`src/rtl/exec_defines.svh`:
```
// constants for the byte and bit execute datapath
`ifndef EXEC_DEFINES_SVH
`define EXEC_DEFINES_SVH

`define DATA_W           8
`define ADDR_W           7
`define BIDX_W           3
`define NIBBLE_CARRY     4
`define BYTE_CARRY       8
`define ZERO_BYTE        8'h00
`define ONE_BIT_MASK     8'h01
`define ACC_RESET        8'h00
`define FLAG_RESET       1'b0
`define DEST_ACC         1'b0
`define DEST_FILE        1'b1
`define CLK_PERIOD_NS    20
`define OSC_PER_INSTR    4
`define INSTR_PERIOD_NS  (`OSC_PER_INSTR * `CLK_PERIOD_NS)
`define INSTR_CYCLES     (`INSTR_PERIOD_NS / `CLK_PERIOD_NS)
`define SKIP_CNT_W       2
`define SKIP_LAST        (`INSTR_CYCLES - 1)

`endif

```
`src/rtl/exec_pkg.sv`:
```
// types shared by the execute datapath modules
`default_nettype none
package exec_pkg;

  typedef enum logic [3:0] {
    op_none,
    sum_literal_op,
    sum_file_op,
    mask_file_op,
    mask_literal_op,
    bit_clear_op,
    bit_set_op,
    skip_if_one_op,
    skip_if_zero_op,
    file_zero_op
  } op_t;

  typedef enum logic [2:0] {
    st_idle,
    st_q1,
    st_q2,
    st_q3,
    st_q4,
    st_skip
  } state_t;

endpackage
`default_nettype wire

```
`src/rtl/byte_bit_execute_subset.sv`:
```
// execute stage for add, and, bit and clear instructions of the core
`timescale 1ns/100ps
`default_nettype none
`include "exec_defines.svh"

module byte_bit_execute_subset (
  input  wire logic                sys_clk_i,
  input  wire logic                reset_i,
  input  wire logic                op_valid_i,
  input  wire exec_pkg::op_t       op_code_i,
  input  wire logic [`ADDR_W-1:0]  file_addr_i,
  input  wire logic                dest_sel_i,
  input  wire logic [`BIDX_W-1:0]  bit_idx_i,
  input  wire logic [`DATA_W-1:0]  literal_i,
  input  wire logic [`DATA_W-1:0]  mem_rd_data_i,
  output logic                     op_ready_o,
  output logic      [`ADDR_W-1:0]  mem_addr_o,
  output logic                     mem_wr_o,
  output logic      [`DATA_W-1:0]  mem_wr_data_o,
  output logic      [`DATA_W-1:0]  acc_o,
  output logic                     carry_o,
  output logic                     half_overflow_bit_o,
  output logic                     zero_o,
  output logic                     skip_o,
  output logic                     instr_done_o
);
  import exec_pkg::*;

  state_t                 state_r;
  op_t                    op_r;
  logic [`ADDR_W-1:0]     addr_r;
  logic                   dest_r;
  logic [`BIDX_W-1:0]     bidx_r;
  logic [`DATA_W-1:0]     lit_r;
  logic [`DATA_W-1:0]     file_r;
  logic [`DATA_W-1:0]     acc_r;
  logic                   carry_r;
  logic                   half_r;
  logic                   zero_r;
  logic                   mem_wr_r;
  logic [`DATA_W-1:0]     mem_wr_data_r;
  logic                   skip_pend_r;
  logic [`SKIP_CNT_W-1:0] skip_cnt_r;
  logic                   accept;
  logic                   skip_last;
  logic                   is_literal;
  logic                   is_sum;
  logic                   is_byte_file;
  logic                   wr_acc_nxt;
  logic                   wr_file_nxt;
  logic                   skip_nxt;
  logic [`DATA_W-1:0]     res_nxt;
  logic [`DATA_W-1:0]     alu_res;
  logic                   alu_carry;
  logic                   alu_half;
  logic                   alu_zero;
  logic [`DATA_W-1:0]     bit_set_val;
  logic [`DATA_W-1:0]     bit_clr_val;
  logic                   bit_val;

  // handshake and status outputs
  assign skip_last  = (skip_cnt_r == `SKIP_CNT_W'(`SKIP_LAST));
  assign op_ready_o = (state_r == st_idle)
                    | ((state_r == st_q4) & ~skip_pend_r);
  assign accept     = op_valid_i & op_ready_o;
  assign skip_o     = (state_r == st_skip);
  assign instr_done_o = ((state_r == st_q4) & ~skip_pend_r)
                      | ((state_r == st_skip) & skip_last);
  assign mem_addr_o    = addr_r;
  assign mem_wr_o      = mem_wr_r;
  assign mem_wr_data_o = mem_wr_data_r;
  assign acc_o         = acc_r;
  assign carry_o       = carry_r;
  assign half_overflow_bit_o = half_r;
  assign zero_o        = zero_r;

  always_ff @(posedge sys_clk_i or posedge reset_i) begin
    if (reset_i) begin
      state_r <= st_idle;
    end else begin
      unique case (state_r)
        st_idle: if (accept) state_r <= st_q1;
        st_q1:   state_r <= st_q2;
        st_q2:   state_r <= st_q3;
        st_q3:   state_r <= st_q4;
        st_q4: begin
          if (skip_pend_r) state_r <= st_skip;
          else if (accept) state_r <= st_q1;
          else             state_r <= st_idle;
        end
        st_skip: if (skip_last) state_r <= st_idle;
      endcase
    end
  end

  // nop phase counter during a skipped instruction
  always_ff @(posedge sys_clk_i or posedge reset_i) begin
    if (reset_i) begin
      skip_cnt_r <= '0;
    end else if (state_r == st_skip) begin
      skip_cnt_r <= skip_cnt_r + `SKIP_CNT_W'(1);
    end else begin
      skip_cnt_r <= '0;
    end
  end

  // operand capture when an instruction is taken
  always_ff @(posedge sys_clk_i or posedge reset_i) begin
    if (reset_i) begin
      op_r   <= op_none;
      addr_r <= '0;
      dest_r <= `DEST_ACC;
      bidx_r <= '0;
      lit_r  <= `ZERO_BYTE;
    end else if (accept) begin
      op_r   <= op_code_i;
      addr_r <= file_addr_i;
      dest_r <= dest_sel_i;
      bidx_r <= bit_idx_i;
      lit_r  <= literal_i;
    end
  end

  // file register read in the first phase
  always_ff @(posedge sys_clk_i or posedge reset_i) begin
    if (reset_i) begin
      file_r <= `ZERO_BYTE;
    end else if (state_r == st_q1) begin
      file_r <= mem_rd_data_i;
    end
  end

  // operation decode
  assign is_literal   = (op_r == sum_literal_op) | (op_r == mask_literal_op);
  assign is_sum       = (op_r == sum_literal_op) | (op_r == sum_file_op);
  assign is_byte_file = (op_r == sum_file_op) | (op_r == mask_file_op);

  byte_alu u_alu (
    .acc_i     (acc_r),
    .operand_i (is_literal ? lit_r : file_r),
    .use_sum_i (is_sum),
    .result_o  (alu_res),
    .carry_o   (alu_carry),
    .half_o    (alu_half),
    .zero_o    (alu_zero)
  );

  bit_unit u_bit (
    .data_i (file_r),
    .idx_i  (bidx_r),
    .set_o  (bit_set_val),
    .clr_o  (bit_clr_val),
    .bit_o  (bit_val)
  );

  // result select, destination and skip decision
  always_comb begin
    res_nxt     = alu_res;
    wr_acc_nxt  = 1'b0;
    wr_file_nxt = 1'b0;
    skip_nxt    = 1'b0;
    unique case (op_r)
      sum_literal_op, mask_literal_op: wr_acc_nxt = 1'b1;
      sum_file_op, mask_file_op: begin
        wr_acc_nxt  = (dest_r == `DEST_ACC);
        wr_file_nxt = (dest_r == `DEST_FILE);
      end
      bit_clear_op: begin
        res_nxt     = bit_clr_val;
        wr_file_nxt = 1'b1;
      end
      bit_set_op: begin
        res_nxt     = bit_set_val;
        wr_file_nxt = 1'b1;
      end
      skip_if_one_op: skip_nxt = bit_val;
      skip_if_zero_op: skip_nxt = ~bit_val;
      file_zero_op: begin
        res_nxt     = `ZERO_BYTE;
        wr_file_nxt = 1'b1;
      end
      op_none: res_nxt = alu_res;
    endcase
  end

  always_ff @(posedge sys_clk_i or posedge reset_i) begin
    if (reset_i) begin
      acc_r <= `ACC_RESET;
    end else if ((state_r == st_q2) && wr_acc_nxt) begin
      acc_r <= res_nxt;
    end
  end

  // file write strobe, high in third phase
  always_ff @(posedge sys_clk_i or posedge reset_i) begin
    if (reset_i) begin
      mem_wr_r      <= 1'b0;
      mem_wr_data_r <= `ZERO_BYTE;
    end else begin
      mem_wr_r <= (state_r == st_q2) && wr_file_nxt;
      if ((state_r == st_q2) && wr_file_nxt) mem_wr_data_r <= res_nxt;
    end
  end

  // status flags from the alu sum or mask result, zero forced high by file clear
  always_ff @(posedge sys_clk_i or posedge reset_i) begin
    if (reset_i) begin
      carry_r <= `FLAG_RESET;
      half_r  <= `FLAG_RESET;
      zero_r  <= `FLAG_RESET;
    end else if (state_r == st_q2) begin
      if (is_sum) begin
        carry_r <= alu_carry;
        half_r  <= alu_half;
      end
      if (is_sum || is_byte_file || is_literal) zero_r <= alu_zero;
      else if (op_r == file_zero_op) zero_r <= 1'b1;
    end
  end

  // pending skip from the bit test
  always_ff @(posedge sys_clk_i or posedge reset_i) begin
    if (reset_i) begin
      skip_pend_r <= 1'b0;
    end else if (state_r == st_q2) begin
      skip_pend_r <= skip_nxt;
    end else if (state_r == st_q4) begin
      skip_pend_r <= 1'b0;
    end
  end
endmodule
`default_nettype wire

```
`src/rtl/byte_alu.sv`:
```
// ripple adder and bitwise and with carry, half carry and zero flags
`timescale 1ns/100ps
`default_nettype none
`include "exec_defines.svh"

module byte_alu (
  input  wire logic [`DATA_W-1:0] acc_i,
  input  wire logic [`DATA_W-1:0] operand_i,
  input  wire logic               use_sum_i,
  output logic      [`DATA_W-1:0] result_o,
  output logic                    carry_o,
  output logic                    half_o,
  output logic                    zero_o
);

  logic [`DATA_W:0]   carry_chain;
  logic [`DATA_W-1:0] sum;

  assign carry_chain[0] = 1'b0;

  // one full adder per bit
  for (genvar i = 0; i < `DATA_W; i++) begin : g_fa
    assign sum[i] = acc_i[i] ^ operand_i[i] ^ carry_chain[i];
    assign carry_chain[i+1] = (acc_i[i] & operand_i[i])
                            | (carry_chain[i] & (acc_i[i] ^ operand_i[i]));
  end

  // select sum or mask and derive flags
  assign result_o = use_sum_i ? sum : (acc_i & operand_i);
  assign carry_o  = carry_chain[`BYTE_CARRY];
  assign half_o   = carry_chain[`NIBBLE_CARRY];
  assign zero_o   = (result_o == `ZERO_BYTE);

endmodule
`default_nettype wire

```
`src/rtl/bit_unit.sv`:
```
// single bit set, clear and test on a byte
`timescale 1ns/100ps
`default_nettype none
`include "exec_defines.svh"

module bit_unit (
  input  wire logic [`DATA_W-1:0] data_i,
  input  wire logic [`BIDX_W-1:0] idx_i,
  output logic      [`DATA_W-1:0] set_o,
  output logic      [`DATA_W-1:0] clr_o,
  output logic                    bit_o
);

  // one-hot mask for the selected bit
  function automatic logic [`DATA_W-1:0] bit_mask(
    input logic [`BIDX_W-1:0] idx
  );
    bit_mask = `ONE_BIT_MASK << idx;
  endfunction

  assign set_o = data_i | bit_mask(idx_i);
  assign clr_o = data_i & ~bit_mask(idx_i);
  assign bit_o = |(data_i & bit_mask(idx_i));

endmodule
`default_nettype wire

```
`config.mk`:
```
export PLATFORM = sky130hd
export DESIGN_NAME = byte_bit_execute_subset
export DESIGN_NICKNAME = d
export VERILOG_FILES = /design/src/rtl/exec_pkg.sv /design/src/rtl/byte_bit_execute_subset.sv /design/src/rtl/byte_alu.sv /design/src/rtl/bit_unit.sv
export VERILOG_INCLUDE_DIRS = /design/src /design/src/rtl
export SDC_FILE = /design/constraint.sdc
export NUM_CORES = 1
export LEC_CHECK = 0
export BUFFER_PORTS_ARGS = -buffer_cell sky130_fd_sc_hd__buf_2
export CORE_MARGIN = 2
export CORE_UTILIZATION = 55
export DETAILED_ROUTE_END_ITERATION = 12
export PLACE_DENSITY_LB_ADDON = 0.2
export SLEW_MARGIN = 0
export SYNTH_ARGS = -nofsm -noshare
export SYNTH_HDL_FRONTEND = slang
export SYNTH_SLANG_ARGS = --single-unit
```
`constraint.sdc`:
```
create_clock -name sys_clk_i -period 5.7 [get_ports sys_clk_i]
set_input_delay 1.14 -clock sys_clk_i [delete_from_list [all_inputs] [get_ports sys_clk_i]]
set_output_delay 1.14 -clock sys_clk_i [all_outputs]
set_load 0.01 [all_outputs]
```
# Word level (Yosys, flattened, before mapping)
# Cells that the tools add are included.
# op_classes
eq_ne	17
shift	1
addsub	1
bitwise	53
reduce_logical	15
mux	16
# op_table
operator	n
AND 8 bit	3
case mux 8 bit (3 select lines)	1
AND 1 bit	18
case mux 3 bit (6 select lines)	1
== test 4 x 3 -> 1 bit (second input constant)	4
two-way mux 8 bit	2
XOR 1 bit	15
OR 1 bit	12
two-way mux 3 bit	3
== test 4 x 2 -> 1 bit (second input constant)	2
== test 4 bit (second input constant)	2
zero test 8 bit	1
inverter 8 bit	1
OR 8 bit	1
OR reduction 8 bit	1
left shift 1 x 3 -> 8 bit (first input constant)	1
== test 3 x 2 -> 1 bit (second input constant)	2
== test 3 bit (second input constant)	2
case mux 1 bit (2 select lines)	3
AND reduction 2 bit	3
two-way mux 1 bit	5
== test 4 x 1 -> 1 bit (second input constant)	1
nonzero test 2 bit	2
OR reduction 2 bit	2
other kinds (11)	15
# word_totals
register_bits	57
in_bits	34
output_inout_bits	30
word_cells	118

# Logic depth before layout (Yosys ltp)
# depth
word_depth	20
ltp_mapped	19
mapped_depth_nobuf	18

# Hierarchy
# Synthesis repeated with hierarchy kept, for this count alone.
# hier_totals
hier_cells	273
hier_area_um2	3402.0
# by_module_without_submodules
mod	instances	area_per_inst_um2	seq_area_each_um2	cells_per_inst
byte_bit_execute_subset	1	2702.6	1426.4	201
byte_alu	1	457.9	0.0	41
bit_unit	1	241.5	0.0	31

# Worst setup path after synthesis
# No wires, ideal clock.
# synth_timing
path_kind	reg2reg
start	register op_r[0]
end	register mem_wr_data_r[7] (netlist: mem_wr_data_o[7])
n_path_buf	1
setup_ns	0.141
synth_period_minus_slack_ns	4.554
slack_ns	1.146
t_required_ns	5.559
arrival_time_ns	4.414
path_stages_with_launch	19
cell_sequence	dfrtp_1 > buf_4 > nor2b_1 > o21ai_2 > mux2_2 > ha_1 > inv_1 > fa_1 > fa_1 > fa_1 > inv_1 > fa_1 > inv_1 > fa_1 > fa_1 > inv_1 > fa_1 > a222oi_1 > mux2i_1
# synth_via
elab_chain_len	19
elab_cells_between_ends	44
classes_between	7 x eq/ne; 4 x mux; 30 x bitwise; 3 x reduce/logical
# synth_rtl
item	line_no	rtl
from (decl)	byte_bit_execute_subset.sv:30	op_t op_r;
from (signal assigned)	byte_bit_execute_subset.sv:110	op_r <= op_none;
from (signal assigned)	byte_bit_execute_subset.sv:116	op_r <= op_code_i;
== test 4 x 1 -> 1 bit or == test 4 x 3 -> 1 bit (tied branches)	byte_bit_execute_subset.sv:134	assign is_literal = (op_r == sum_literal_op) | (op_r == mask_literal_op);
OR 1 bit *	byte_bit_execute_subset.sv:134	
two-way mux 8 bit *	byte_bit_execute_subset.sv:140	.operand_i (is_literal ? lit_r : file_r),
AND 1 bit or XOR 1 bit (tied branches)	byte_alu.sv:24, byte_alu.sv:25	
AND 1 bit	byte_alu.sv:25	| (carry_chain[i] & (acc_i[i] ^ operand_i[i]));
OR 1 bit	byte_alu.sv:25	
AND 1 bit	byte_alu.sv:25	
OR 1 bit	byte_alu.sv:25	
[... 2 more ...]	-	
named net alu_half	byte_bit_execute_subset.sv:55	logic alu_half;
[... 1 more ...]	-	
OR 1 bit *	byte_alu.sv:25	
AND 1 bit *	byte_alu.sv:25	
OR 1 bit *	byte_alu.sv:25	
AND 1 bit *	byte_alu.sv:25	
OR 1 bit *	byte_alu.sv:25	
XOR 1 bit *	byte_alu.sv:23	assign sum[i] = acc_i[i] ^ operand_i[i] ^ carry_chain[i];
two-way mux 8 bit *	byte_alu.sv:29	assign result_o = use_sum_i ? sum : (acc_i & operand_i);
case mux 8 bit (3 select lines) *	byte_bit_execute_subset.sv:162	unique case (op_r)
to (signal assigned)	byte_bit_execute_subset.sv:198	mem_wr_data_r <= `ZERO_BYTE;
to (signal assigned)	byte_bit_execute_subset.sv:201	if ((state_r == st_q2) && wr_file_nxt) mem_wr_data_r <= res_nxt;
to (decl)	byte_bit_execute_subset.sv:41	logic [`DATA_W-1:0] mem_wr_data_r;
# The timed path passes the listed nets; every way through them passes the cells marked *.
# A chain may end at the register's enable or synchronous reset.

# Worst setup path in the final report
# layout_timing
start	register op_r[2]
end	register mem_wr_data_r[7] (netlist: mem_wr_data_o[7])
# Same word-level chain as after synthesis.

==> flow_summary.json <==
{
  "status": "completed",
  "critPathMaxFanout": 15,
  "ys_seq_elements": 57,
  "multi_input_area_mm2": 0.00160,
  "period_needed_ns": 5.30,
  "clockBufferDepth": 2,
  "critPathArrivalTime_ns": 5.48,
  "holdWs_ns": 0.471,
  "finalHoldViolCount": 0,
  "grt_pass1_wl_um": 10700,
  "yosysTopAreaCell": "dfrtp_1",
  "peakVddDrop_v": 0.000381,
  "die_area_mm2": 0.00650,
  "drt.antenna.violating_nets": 0,
  "core_area_mm2": 0.00557,
  "seq_area_frac_synth_pct": 44.2,
  "area_growth_pct": 16.8,
  "r2r_cells": 17,
  "drive_above_1_share_pct": 39.3,
  "yosysTopAreaCellShare_pct": 44.2,
  "start_util_pct": 57.9,
  "drt_wl_total_um": 6680,
  "clock_skew_ns": 0.00731,
  "period_share_pct": 93.0,
  "grt_use_total_pct": 22.4,
  "place_hpwl_um": 4990,
  "cp_data_required_time_ns": 5.88,
  "finalMaxSlewViolations": 0,
  "dr.pass1.iters": 4,
  "min_to": "skip_cnt_r[0]",
  "ioPinCount": 64,
  "cts_hold_buf": 0,
  "nNetsFinal": 394,
  "antenna_found_initial": 0,
  "rr_endpoint": "mem_wr_data_o[7]",
  "rows": 27,
  "post_drt_wl_per_cell_um": 15.9,
  "post_cts_buffers": 0,
  "first_global_vias": 2352,
  "async_reset_ff_share_pct": 100,
  "cp-end-kind": "register",
  "p_leak_nw": 1.81,
  "fmax_mhz": 189,
  "fin_tns_setup_ns": 0,
  "io_buffers": 63,
  "layout_common_cells": "buf_2 (63), dfrtp_1 (57), mux2_2 (41)",
  "clkLatencyLatePin_ns": 0.34,
  "n_antenna_cell": 0,
  "start_kind": "register",
  "hold_depth": 1,
  "clk_pin_slew_ns": 0.07,
  "min_from": "skip_cnt_r[0]",
  "syn_avg_cell_area_um2": 11.4,
  "postSynthNetCount": 333,
  "remaining_drc_errors": 0,
  "vias": 2305,
  "r2r_start": "op_r[2]",
  "h-tree-depth": 3,
  "slew_headroom_pct": 28.0,
  "numCtsBuffers": 9,
  "powerDensity_mw_per_mm2": 615,
  "grt_max_degree": 58,
  "die_y_um": 80.6,
  "hold_path_class": "register to register",
  "synth_cell_types": 45,
  "worst-slew-pin-transition_ns": 1.08,
  "synth_edf_count": 0,
  "synth_area_leaders": "dfrtp_1 (44%), mux2_2 (14%), fa_1 (4.3%)",
  "drtIter0Drc": 79,
  "cts-resized-gates": 0,
  "viasPerCell": 5.48,
  "crit_type": "register to register",
  "grt_overflow": 0,
  "clock-sinks": 57,
  "ff_latch_area_mm2": 0.00143,
  "rsz0062_at_grt": "false",
  "synthFlopType": "dfrtp_1",
  "cts_tree": "done",
  "maxCapViolations": 0,
  "yosys_warnings": 0,
  "setup_viol": 0,
  "regToRegSetupSlack_ns": 0.40,
  "clockRootBuffer": "clkbuf_8",
  "final_common_cell": "buf_2",
  "synthCells": 283,
  "fp.dieW_um": 80.6,
  "place.gp.congestion": 0.887,
  "n_fill_cell": 460,
  "synth_area_mm2": 0.00323
}
critical path, cell delays in order (launching register included):
cell and delay (ns):
dfrtp_1 0.56, nor2b_1 0.24, o21ai_2 0.41, mux2_2 0.25, ha_1 0.17, inv_1 0.06
fa_1 0.39, fa_1 0.39, fa_1 0.36, inv_1 0.10, fa_1 0.17, inv_1 0.05
fa_1 0.37, fa_1 0.37, inv_1 0.08, fa_1 0.45, a222oi_1 0.55, mux2i_1 0.16
cells in the mapped netlist (all sizes together) (4+ instances only):
| master | instances |
|---|---|
| ha | 9 |
| nor2b | 6 |
| nand2b | 4 |
| o21ai | 22 |
| mux2 | 41 |
| dfrtp | 57 |
| nor3 | 5 |
| mux2i | 14 |
| fa | 7 |
| buf | 14 |
| a222oi | 8 |
| nor2 | 9 |
| inv | 31 |
| nand2 | 15 |
| or2 | 9 |
report_power, final:
part / switching, W / internal (W)
Combinational: 0.000552 / 0.000548
Sequential: 0.000216 / 0.000587
Clock: 0.000171 / 0.000246
state kept, by name, indices dropped and copies added (netlist names), 2 cells and up:
name,cells
skip_cnt_r,2
state_r,3
acc_o,8
bidx_r,3
file_r,8
op_r,4
mem_wr_data_o,8
mem_addr_o,7
lit_r,8
cells by family after synthesis:
family,Yosys count,synth area share (%)
DFF,57,44.2
adders and majority gates,16,7.83
AOI/OAI and AO/OA,40,8.76
xor gates and xnor gates,3,0.814
and+or+nand+nor,66,12.7
buffers and inverters,45,6.39
muxes,56,19.3
through the flow:
stage	std cells	power, W	setup slack, ns	utilization, %	area [um^2]
floorplan	283	0.00162	1.15	-	3230
global placement	405	0.00186	0.704	63.7	3550
detailed placement	405	0.00190	0.555	63.7	3550
CTS	421	0.00233	0.417	67.7	3770
global route	421	0.00249	0.171	67.7	3770
finish	421	0.00232	0.400	67.7	3770
area by class of cell:
class / instances / share of cell area, %
Clock inverter: 7 / 2.52
Inverter: 31 / 3.09
Sequential cell: 57 / 37.8
Timing Repair Buffer: 64 / 8.56
Clock buffer: 9 / 3.28
Tap cell: 72 / 2.39
Multi-Input combinational cell: 181 / 42.3
how the worst max path moves through the flow:
stage / startpoint / cells after the start / slack [ns] / endpoint
2_1_floorplan: op_r[0] / 18 / 1.15 / mem_wr_data_o[7]
3_3_place_gp: op_r[2] / 18 / 0.70 / zero_o
3_5_place_dp: op_r[2] / 18 / 0.56 / zero_o
4_1_cts: op_r[2] / 17 / 0.42 / mem_wr_data_o[7]
5_1_grt: op_r[2] / 17 / 0.17 / mem_wr_data_o[7]
6_report: op_r[2] / 17 / 0.40 / mem_wr_data_o[7]
per-layer routing:
metal	track usage [%]	wire length (um)	up-vias
met5	0	0	-
li1	-	-	1105
met3	5.84	295	10
met2	37.8	3440	54
met4	10.2	111	0
met1	26.7	2840	1136
No activity file was read; power rests on OpenSTA's default activity.
